File: src/fspb_params.svh
`ifndef FSPB_PARAMS_SVH
`define FSPB_PARAMS_SVH

// software register offsets
`define FSPB_REG_CTRL 4'h0
`define FSPB_REG_ADDR 4'h1
`define FSPB_REG_WDATA 4'h2
`define FSPB_REG_RDATA 4'h3
`define FSPB_REG_STATUS 4'h4
// control fields
`define FSPB_CTRL_GO 0
`define FSPB_CTRL_OP_LSB 1
`define FSPB_CTRL_BYTE 4
`define FSPB_CTRL_TEMP 5
`define FSPB_CTRL_LOCKOK 6
// address bit positions on the flash
`define FSPB_ABIT_ZERO 0
`define FSPB_ABIT_ONE 1
`define FSPB_ABIT_SIX 6
`define FSPB_ABIT_NINE 9
// timing: phase time in ns and cycles at core_clk
`define FSPB_CLK_NS 100
`define FSPB_PHASE_NS 200
`define FSPB_PHASE_CYC (((`FSPB_PHASE_NS) + (`FSPB_CLK_NS) - 1) / (`FSPB_CLK_NS))
`define FSPB_RESET_VAL 16'h0000
`endif

File: src/fspb_pkg.sv
package fspb_pkg;
	typedef enum logic [2:0] {
		FSPB_OP_READ = 3'h0,
		FSPB_OP_WRITE = 3'h1,
		FSPB_OP_IS_PROT = 3'h2,
		FSPB_OP_IS_UNPROT = 3'h3,
		FSPB_OP_HV_PROT = 3'h4,
		FSPB_OP_HV_UNPROT = 3'h5
	} fspb_op_e;

	typedef enum logic [1:0] {
		FSPB_ST_IDLE = 2'h0,
		FSPB_ST_SETUP = 2'h1,
		FSPB_ST_STROBE = 2'h2,
		FSPB_ST_HOLD = 2'h3
	} fspb_state_e;

	// flash control pins, active low names except the qualifiers
	typedef struct packed {
		logic chip_sel_n;
		logic out_en_n;
		logic wr_strobe_n;
		logic reset_pin_n;
		logic reset_pin_hv;
		logic out_en_hv;
		logic address_bit_nine_hv;
		logic byte_mode_n;
	} fspb_ctl_s;
endpackage

File: src/fspb_phase_timer.sv
`timescale 1ns/1ps
`include "fspb_params.svh"
module fspb_phase_timer
	import fspb_pkg::*;
(
	input wire logic core_clk,
	input wire logic reset,
	input wire logic start,
	output logic done
);
	logic [3:0] cnt_r;
	logic [3:0] cnt_nxt;
	logic done_nxt;
	logic done_r;

	// counts one bus phase, pulses done at the end
	always_comb begin
		cnt_nxt = cnt_r;
		done_nxt = 1'b0;
		if (start) begin
			cnt_nxt = 4'(`FSPB_PHASE_CYC);
		end else if (cnt_r != 4'h0) begin
			cnt_nxt = cnt_r - 4'h1;
			done_nxt = (cnt_r == 4'h1);
		end
	end

	always_ff @(posedge core_clk) begin
		if (reset) begin
			cnt_r <= 4'h0;
			done_r <= 1'b0;
		end else begin
			cnt_r <= cnt_nxt;
			done_r <= done_nxt;
		end
	end

	assign done = done_r;
endmodule

File: src/fspb_data_pins.sv
`timescale 1ns/1ps
`include "fspb_params.svh"
module fspb_data_pins
	import fspb_pkg::*;
(
	input wire logic byte_mode,
	input wire logic drive,
	input wire logic [15:0] wdata,
	input wire logic lsb_addr,
	output logic [15:0] dq_oe,
	output logic [15:0] dq_out
);
	// byte mode: top data pin carries the lowest address bit
	always_comb begin
		dq_out = wdata;
		dq_oe = 16'h0000;
		if (byte_mode) begin
			dq_out = {lsb_addr, 7'h00, wdata[7:0]};
			dq_oe = drive ? 16'h80FF : 16'h8000;
		end else if (drive) begin
			dq_oe = 16'hFFFF;
		end
	end
endmodule

File: src/fspb_host.sv
// The implementer's own choices: strobed register access and the register addresses.
`timescale 1ns/1ps
`include "fspb_params.svh"
module fspb_host
	import fspb_pkg::*;
(
	input wire logic core_clk,
	input wire logic reset,
	input wire logic [3:0] sw_addr,
	input wire logic [31:0] sw_wdata,
	input wire logic sw_wr,
	input wire logic sw_rd,
	output logic [31:0] sw_rdata,
	output fspb_ctl_s flash_ctl,
	output logic [18:0] flash_addr,
	output logic [15:0] flash_dq_out,
	output logic [15:0] flash_dq_oe,
	input wire logic [15:0] flash_dq_in
);
	// ************************************************
	// software registers
	// ************************************************
	fspb_op_e op_r, op_nxt;
	logic byte_r, byte_nxt;
	logic temp_r, temp_nxt;
	logic lockok_r, lockok_nxt;
	logic [18:0] addr_r, addr_nxt;
	logic [15:0] wdata_r, wdata_nxt;
	logic [15:0] rdata_r, rdata_nxt;
	logic [31:0] sw_rdata_r, sw_rdata_nxt;
	logic go;
	logic busy;
	logic done_flag_r, done_flag_nxt;
	logic refused_r, refused_nxt;
	logic go_r, go_nxt;
	logic op_known;
	logic launch_ok;

	// ************************************************
	// bus cycle state
	// ************************************************
	fspb_state_e st_r, st_nxt;
	fspb_ctl_s ctl_r, ctl_nxt;
	logic [18:0] pin_addr_r, pin_addr_nxt;
	logic drive_r, drive_nxt;
	logic timer_start;
	logic timer_done;
	logic [15:0] dq_oe_c;
	logic [15:0] dq_out_c;
	logic [15:0] dq_oe_r;
	logic [15:0] dq_out_r;

	// software map: ctrl takes go (reads back 0) and holds op code, byte mode, temporary unprotect and the
	// supply-good enable; addr and wdata feed the next request; rdata holds the last
	// word read; status shows busy, done and refused, the last two sticky until read

	// a launch still in flight counts as busy, so nothing moves under it
	assign busy = (st_r != FSPB_ST_IDLE) || go_r;
	assign go = sw_wr && (sw_addr == `FSPB_REG_CTRL) && sw_wdata[`FSPB_CTRL_GO] && !busy;

	// only the six defined codes may reach the pins
	assign op_known = (op_r inside {FSPB_OP_READ, FSPB_OP_WRITE, FSPB_OP_IS_PROT, FSPB_OP_IS_UNPROT,
		FSPB_OP_HV_PROT, FSPB_OP_HV_UNPROT});
	// a bus cycle starts only for a known code with the supply reported good
	assign launch_ok = go_r && lockok_r && op_known;

	// register writes and read mux
	always_comb begin
		op_nxt = op_r;
		byte_nxt = byte_r;
		temp_nxt = temp_r;
		lockok_nxt = lockok_r;
		addr_nxt = addr_r;
		wdata_nxt = wdata_r;
		sw_rdata_nxt = 32'h00000000;
		done_flag_nxt = done_flag_r;
		refused_nxt = refused_r;
		if (sw_wr && !busy) begin
			if (sw_addr == `FSPB_REG_CTRL) begin
				op_nxt = fspb_op_e'(sw_wdata[`FSPB_CTRL_OP_LSB +: 3]);
				byte_nxt = sw_wdata[`FSPB_CTRL_BYTE];
				temp_nxt = sw_wdata[`FSPB_CTRL_TEMP];
				lockok_nxt = sw_wdata[`FSPB_CTRL_LOCKOK];
			end else if (sw_addr == `FSPB_REG_ADDR) begin
				addr_nxt = sw_wdata[18:0];
			end else if (sw_addr == `FSPB_REG_WDATA) begin
				wdata_nxt = sw_wdata[15:0];
			end
		end
		if (sw_rd) begin
			if (sw_addr == `FSPB_REG_CTRL) begin
				sw_rdata_nxt = {25'h0000000, lockok_r, temp_r, byte_r, op_r, 1'b0};
			end else if (sw_addr == `FSPB_REG_ADDR) begin
				sw_rdata_nxt = {13'h0000, addr_r};
			end else if (sw_addr == `FSPB_REG_WDATA) begin
				sw_rdata_nxt = {16'h0000, wdata_r};
			end else if (sw_addr == `FSPB_REG_RDATA) begin
				sw_rdata_nxt = {16'h0000, rdata_r};
			end else if (sw_addr == `FSPB_REG_STATUS) begin
				sw_rdata_nxt = {29'h00000000, refused_r, done_flag_r, busy};
			end
		end
		// set wins over clear on the done and refused flags
		if (sw_rd && sw_addr == `FSPB_REG_STATUS) begin
			done_flag_nxt = 1'b0;
			refused_nxt = 1'b0;
		end
		if (st_r == FSPB_ST_HOLD && timer_done) begin
			done_flag_nxt = 1'b1;
		end
		// a go that may not reach the pins is reported, not run
		if (go_r && !launch_ok) begin
			refused_nxt = 1'b1;
		end
	end

	// software registers, cleared by reset
	always_ff @(posedge core_clk) begin
		if (reset) begin
			op_r <= FSPB_OP_READ;
			byte_r <= 1'b0;
			temp_r <= 1'b0;
			lockok_r <= 1'b0;
			addr_r <= 19'h00000;
			wdata_r <= `FSPB_RESET_VAL;
			sw_rdata_r <= 32'h00000000;
			done_flag_r <= 1'b0;
			refused_r <= 1'b0;
		end else begin
			op_r <= op_nxt;
			byte_r <= byte_nxt;
			temp_r <= temp_nxt;
			lockok_r <= lockok_nxt;
			addr_r <= addr_nxt;
			wdata_r <= wdata_nxt;
			sw_rdata_r <= sw_rdata_nxt;
			done_flag_r <= done_flag_nxt;
			refused_r <= refused_nxt;
		end
	end

	// ************************************************
	// launch pipeline
	// ************************************************
	// the control word lands on the edge that takes go, so the sequencer
	// starts one cycle later and sees the new op, mode and enable bits
	always_comb begin
		go_nxt = go;
	end

	// holds the request for exactly one cycle
	always_ff @(posedge core_clk) begin
		if (reset) begin
			go_r <= 1'b0;
		end else begin
			go_r <= go_nxt;
		end
	end

	// ************************************************
	// flash bus sequencer
	// ************************************************
	// sequence: setup (address, qualifiers) -> strobe -> hold -> idle
	always_comb begin
		st_nxt = st_r;
		ctl_nxt = ctl_r;
		pin_addr_nxt = pin_addr_r;
		drive_nxt = drive_r;
		rdata_nxt = rdata_r;
		timer_start = 1'b0;
		if (st_r == FSPB_ST_IDLE) begin
			ctl_nxt.chip_sel_n = 1'b1;
			ctl_nxt.out_en_n = 1'b1;
			ctl_nxt.wr_strobe_n = 1'b1;
			ctl_nxt.out_en_hv = 1'b0;
			ctl_nxt.address_bit_nine_hv = 1'b0;
			ctl_nxt.byte_mode_n = !byte_r;
			// temporary unprotect held only while enabled
			ctl_nxt.reset_pin_hv = temp_r;
			ctl_nxt.reset_pin_n = 1'b1;
			drive_nxt = 1'b0;
		end
		case (st_r)
			FSPB_ST_IDLE: begin
				// start setup with select low and the address on the pins
				if (launch_ok) begin
					st_nxt = FSPB_ST_SETUP;
					timer_start = 1'b1;
					pin_addr_nxt = addr_r;
					ctl_nxt.chip_sel_n = 1'b0;
					// one sector per request; protect ordering is left to software
					case (op_r)
						FSPB_OP_IS_PROT, FSPB_OP_IS_UNPROT: begin
							// in-system via reset pin high voltage
							ctl_nxt.reset_pin_hv = 1'b1;
							pin_addr_nxt[`FSPB_ABIT_SIX] = (op_r == FSPB_OP_IS_UNPROT);
							pin_addr_nxt[`FSPB_ABIT_ONE] = 1'b1;
							pin_addr_nxt[`FSPB_ABIT_ZERO] = 1'b0;
						end
						FSPB_OP_HV_PROT, FSPB_OP_HV_UNPROT: begin
							// high voltage on bit nine and output enable
							ctl_nxt.out_en_hv = 1'b1;
							ctl_nxt.address_bit_nine_hv = 1'b1;
							pin_addr_nxt[`FSPB_ABIT_SIX] = (op_r == FSPB_OP_HV_UNPROT);
							pin_addr_nxt[`FSPB_ABIT_ONE] = 1'b1;
							pin_addr_nxt[`FSPB_ABIT_ZERO] = 1'b0;
						end
						default: begin
						end
					endcase
					// output enable low only on reads
					ctl_nxt.out_en_n = (op_r == FSPB_OP_READ) ? 1'b0 : 1'b1;
					drive_nxt = (op_r != FSPB_OP_READ);
				end
			end
			// address and qualifiers settle for a full phase
			FSPB_ST_SETUP: begin
				if (timer_done) begin
					st_nxt = FSPB_ST_STROBE;
					timer_start = 1'b1;
					// write strobe low with chip select low, output enable high
					ctl_nxt.wr_strobe_n = (op_r == FSPB_OP_READ);
				end
			end
			// strobe or output enable phase, read data taken at its end
			FSPB_ST_STROBE: begin
				if (timer_done) begin
					st_nxt = FSPB_ST_HOLD;
					timer_start = 1'b1;
					if (op_r == FSPB_OP_READ) begin
						rdata_nxt = byte_r ? {8'h00, flash_dq_in[7:0]} : flash_dq_in;
					end
					ctl_nxt.wr_strobe_n = 1'b1;
					ctl_nxt.out_en_n = 1'b1;
				end
			end
			// hold keeps address, data and select past the strobe rise
			FSPB_ST_HOLD: begin
				if (timer_done) begin
					st_nxt = FSPB_ST_IDLE;
					ctl_nxt.chip_sel_n = 1'b1;
					ctl_nxt.out_en_hv = 1'b0;
					ctl_nxt.address_bit_nine_hv = 1'b0;
					ctl_nxt.reset_pin_hv = temp_r;
					drive_nxt = 1'b0;
				end
			end
			default: begin
				st_nxt = FSPB_ST_IDLE;
			end
		endcase
	end

	// pin registers, every flash output launches from here
	always_ff @(posedge core_clk) begin
		if (reset) begin
			st_r <= FSPB_ST_IDLE;
			ctl_r <= '{chip_sel_n: 1'b1, out_en_n: 1'b1, wr_strobe_n: 1'b1, reset_pin_n: 1'b1,
				reset_pin_hv: 1'b0, out_en_hv: 1'b0, address_bit_nine_hv: 1'b0, byte_mode_n: 1'b1};
			pin_addr_r <= 19'h00000;
			drive_r <= 1'b0;
			rdata_r <= `FSPB_RESET_VAL;
			dq_oe_r <= 16'h0000;
			dq_out_r <= 16'h0000;
		end else begin
			st_r <= st_nxt;
			ctl_r <= ctl_nxt;
			pin_addr_r <= pin_addr_nxt;
			drive_r <= drive_nxt;
			rdata_r <= rdata_nxt;
			dq_oe_r <= dq_oe_c;
			dq_out_r <= dq_out_c;
		end
	end

	// ************************************************
	// helpers
	// ************************************************
	// one timer times all three phases, restarted at each step
	fspb_phase_timer u_timer (
		.core_clk(core_clk),
		.reset(reset),
		.start(timer_start),
		.done(timer_done)
	);

	fspb_data_pins u_pins (
		.byte_mode(byte_r),
		.drive(drive_nxt),
		.wdata(wdata_r),
		.lsb_addr(pin_addr_nxt[0]),
		.dq_oe(dq_oe_c),
		.dq_out(dq_out_c)
	);

	// ************************************************
	// outputs
	// ************************************************
	// straight from flip-flops, no logic after the registers
	assign sw_rdata = sw_rdata_r;
	assign flash_ctl = ctl_r;
	assign flash_addr = pin_addr_r;
	assign flash_dq_out = dq_out_r;
	assign flash_dq_oe = dq_oe_r;
endmodule

File: config.mk
export PLATFORM = sky130hd
export DESIGN_NAME = fspb_host
export DESIGN_NICKNAME = d
export VERILOG_FILES = /design/src/fspb_pkg.sv /design/src/fspb_phase_timer.sv /design/src/fspb_data_pins.sv /design/src/fspb_host.sv
export VERILOG_INCLUDE_DIRS = /design/src
export SDC_FILE = /design/constraint.sdc
export NUM_CORES = 1
export LEC_CHECK = 0
export BUFFER_PORTS_ARGS = -buffer_cell sky130_fd_sc_hd__buf_2
export CAP_MARGIN = 5
export CORE_ASPECT_RATIO = 1.75
export CORE_MARGIN = 3
export CORE_UTILIZATION = 40
export DETAILED_ROUTE_END_ITERATION = 12
export PLACE_DENSITY = 0.68
export SYNTH_ARGS = -nofsm -noshare
export SYNTH_HDL_FRONTEND = slang
export SYNTH_HIERARCHICAL = 1
export SYNTH_SLANG_ARGS = --single-unit
export TNS_END_PERCENT = 30
File: constraint.sdc
create_clock -name core_clk -period 5.01 [get_ports core_clk]
set_input_delay 1.503 -clock core_clk [delete_from_list [all_inputs] [get_ports core_clk]]
set_output_delay 1.503 -clock core_clk [all_outputs]
set_load 0.005 [all_outputs]
; ---- Yosys cells after proc, flatten, opt, wreduce, memory -nomap -nowiden
; Cells that the tools add are included.
[classes]
add_sub_neg = 1
n_eq_ne = 17
n_mux = 45
n_bitwise = 4
n_reduce_logical = 39
[ops]
columns = op, count
row1 = 16-bit two-way mux, 6
row2 = 2-bit two-way mux, 10
row3 = 19-bit two-way mux, 1
row4 = 8-bit two-way mux, 2
row5 = 1-bit two-way mux, 14
row6 = 1-bit one-hot mux with 2 select lines, 6
row7 = 2-bit OR reduction, 6
row8 = 1-bit logical AND, 9
row9 = 3-bit two-way mux, 3
row10 = 4-bit by 1-bit == test with 1-bit output (second input constant), 2
row11 = 4-bit by 2-bit == test with 1-bit output (second input constant), 2
row12 = 2-bit one-hot mux with 4 select lines, 1
row13 = 4-bit AND reduction, 2
row14 = 2-bit nonzero test, 4
row15 = 7-bit two-way mux, 1
row16 = 3-bit by 2-bit == test with 1-bit output (second input constant), 2
row17 = 3-bit == test (second input constant), 2
row18 = 2-bit by 1-bit inequality test with 1-bit output (second input constant), 3
row19 = 3-bit one-hot mux with 2 select lines, 1
row20 = 3-bit AND reduction, 2
row21 = 6-bit nonzero test, 1
row22 = 3-bit OR reduction, 2
row23 = 6-bit OR reduction, 1
row24 = 2-bit == test (second input constant), 2
row25 = other kinds (15), 21
[word_totals]
reg_bits = 158
output_inout_bits = 91
elab_cells = 136

; ---- Depth between registers and ports, before layout
[logic_depth]
ltp_word = 7
ltp_mapped = 8
mapped_depth_nobuf = 7

; ---- By module
; Netlist, hierarchy kept.
[modules_own_cells]
columns = module, instances, cells_per_inst, area_per_inst_um2, seq_area_each_um2
row1 = fspb_host, 1, 575, 5469.0, 2802.7
row2 = fspb_data_pins, 1, 32, 256.5, 0.0
row3 = fspb_phase_timer, 1, 17, 177.7, 100.1

; ---- Least setup slack after synthesis
; OpenSTA, ideal clock, no wires.
[synth_timing]
path_kind = input-to-reg
from = input port sw_addr[2]
to = register addr_r[0]
setup_ps = 128
arrival_ps = 2643
required_time_ps = 4882
setup_slack_ps = 2239
cell_stages = 7
cell_sequence = buf_2 > nor4b_4 > and2_4 > buf_12 > buf_12 > mux2i_1 > nor2_1
[synth_between]
elab_chain_cells = 3
[synth_rtl]
columns = element, line_no
row1 = from (decl), fspb_host.sv:9  ; input wire logic [3:0] sw_addr,
row2 = 4-bit logical NOT (no source line), --
row3 = 1-bit NOT (no source line), --
row4 = 3-bit AND reduction (no source line) (*), --
row5 = to (signal assigned), fspb_host.sv:134  ; addr_r <= addr_nxt;
row6 = to (decl), fspb_host.sv:27  ; logic [18:0] addr_r, addr_nxt;
; Mark *: on every way between the ends. The rest lies on a longest branch, timed or not.
; A chain may end at the register's enable or synchronous reset.

; ---- Worst setup path in the final report
[layout_timing]
from = input port sw_addr[0]
to = register addr_r[7]
; The elaborated chain is that of the path after synthesis.

==> results.cfg <==
[clocking]
hold_buffers = 0
clkTransAtPathRegs_ps = 60
cts_setup_buffers = 0
clock-sinks = 145
clk_latency_ps = 410
cts.repair.resized = 0
cts_tree = yes
root_buffer = clkbuf_16
cts_buffer_depth = 2
h-tree-depth = 4
numCtsBuffers = 17

[sta]
relSlewSlack_pct = 24.37
maxSlewViolCount = 0
final_hold_viol_count = 0
tightest_slew_ps = 1122
whs_ps = 450.2
setup_violations = 0
layout_setup_ws_ps = 1883
timing.fmax_ghz = 0.3198
period_needed_ps = 3127
setup_tns_ps = 0
fin_skew_ps = 9.691
rsz0062_at_grt = false
min_period_over_period_pct = 62.42

[logic_synthesis]
synth_area_leaders = dfxtp_1 49%, mux2i_1 9.7%, buf_4 4.7%
synth.avg_cell_area_um2 = 9.460
synthSimpleGateAreaFrac_pct = 21.05
synthAdderAreaFrac_pct = 1.696
async_flop_share_pct = 0
netlist.area_leader.share_pct = 49.17
synth_compound_area_share_pct = 9.368
muxShareOfSynthArea_pct = 10.30
seq_area_frac_synth_pct = 49.17
synth_top_family_by_area = simple AND/OR/NAND/NOR gates
synth-seq-cells = 145
yosys_most_used_dff = dfxtp_1
ys_types = 56
synth_area_leader_cell = dfxtp_1
synth_area_um2 = 5903
synth_edf_count = 0
yosys_warnings = 6
synth_xor_area_share_pct = 0
syn_inst = 624

[setup_path]
worst-setup-path-type = input port to register
r2r_start = st_r[0]
reg2reg_to = flash_dq_oe[10]
path_max_fanout = 27
cp.required_ps = 5280
end_kind = register
start_kind = input port
worst_ep_arrival_time_ps = 3400
reg2reg_setup_slack_ps = 2370
reg2reg_depth = 6

[worst_hold_path]
hp-start = rdata_r[2]
whs_path_depth = 2
hold_class = register to register
whs_endpoint = rdata_r[2]

[die]
die_h_um = 166.7
die_w_um = 97.83
rows = 58
coreArea_um2 = 14440
dieArea_um2 = 16310
io_pins = 147
start_util_pct = 40.88

[cells_and_area]
final_cell_mix = 145 x dfxtp_1, 118 x buf_2, 69 x nor2_1
area_delta_synth_final_pct = 17.66
final_common_cell = dfxtp_1
nNetsFinal = 770
fin_cells = 899
design_area_um2 = 6945
final_core_util_pct = 48.09
insertedDiodeCount = 0
drive_above_1_share_pct = 23.92

[global_route]
antenna_found_initial = 0
grt_pass1_vias = 4298
grt_max_degree = 68
grt_overflow = 0
grt_pass1_wl_um = 22380
grtUsageTotal_pct = 17.35

[route]
drt-initial-drc-count = 200
vias_per_cell = 4.913
vias = 4417
drcViolationCount = 0
wl_um = 14120
wl_per_cell_um = 15.70
dr.pass1.iters = 4
final_antenna_net_count = 0

[pwr]
power_mw = 2.658
power_density_nw_per_um2 = 382.6
p_leak_nw = 3.030
ir_drop_uv = 208.5

[placement]
post-place-ws_ps = 1446
placed_area_um2 = 6339
gp_congestion = 0.8080
dp_cells = 867
portBuffers = 119
hpwl_um = 9750

[run]
maxCapViolations = 0

[run_status]
status = complete, no violations
[layer usage]
layer / global-route usage (%) / routed length (µm)
met1: 18.58 / 5585
met2: 32.34 / 7616
met3: 3.646 / 623
met4: 7.173 / 292
met5: 0 / 0
[final cells by class]
type                       instances  area [µm²]
clock buffer                      18       439.2
clock inverter                    14       167.7
fill                            1395        7496
inverter                           9       33.78
multi-input combinational        411        2556
sequential                       145        2903
tap                              180       225.2
timing repair buffer             122       620.6
[power by group]
part	total (mW)	internal [mW]	switching (mW)	leakage (nW)
clock	1.30	0.765	0.535	0.293
combinational	0.176	0.0688	0.107	1.57
sequential	1.18	1.17	0.0130	1.17
total	2.66	2.00	0.655	3.03
[critical path: stages]
cell and delay [ps]:
buf_2 540, nor4b_4 310, buf_4 290, and2_4 460, mux2i_1 230, nor2_1 60
[flip-flops by register name, indices dropped and copies added, names as in the netlist, 2 cells and up]
register / count
rdata_r: 16
u_timer/cnt_r: 4
flash_dq_oe: 16
flash_dq_out: 16
addr_r: 19
flash_addr: 19
flash_ctl: 7
st_r: 2
sw_rdata: 19
wdata_r: 16
op_r: 3
[cell usage after synthesis (2+ instances only)]
library cell	number
dfxtp_1	145
nor2_1	69
nand2_1	66
mux2i_1	57
a21oi_1	49
nor2b_1	38
buf_4	37
clkbuf_1	23
nand3b_1	14
o21ai_0	10
inv_1	9
and2b_2	8
buf_2	8
ha_1	8
and3_1	7
nand2b_1	7
a211oi_1	5
and2_1	5
nor3b_1	5
a22oi_1	4
o21ai_1	4
nor3_1	3
o22ai_1	3
a221oi_1	2
a32o_1	2
buf_12	2
conb_1	2
nand3_1	2
nand4b_1	2
nor3_2	2
[worst max path at each step]
| stage | start | to | slack, ps | cells after the start |
|---|---|---|---|---|
| 3_5_place_dp | sw_addr[0] | addr_r[7] | 1450 | 6 |
| 3_3_place_gp | sw_addr[0] | addr_r[6] | 1480 | 6 |
| 2_1_floorplan | sw_addr[2] | addr_r[0] | 2240 | 7 |
| 6_report | sw_addr[0] | addr_r[7] | 1880 | 6 |
| 4_1_cts | sw_addr[0] | addr_r[7] | 1870 | 6 |
| 5_1_grt | sw_addr[0] | addr_r[17] | 1770 | 6 |
[cells by family (layout without fill, tap and decap cells)]
kind of cell / Yosys count / after routing
simple gates: 239 / 239
flops: 145 / 145
compound gates: 91 / 91
buf+inv: 80 / 163
mux: 59 / 59
fa+ha+maj: 8 / 8
other cells: 2 / 14
(Power assumes the default switching activity.)
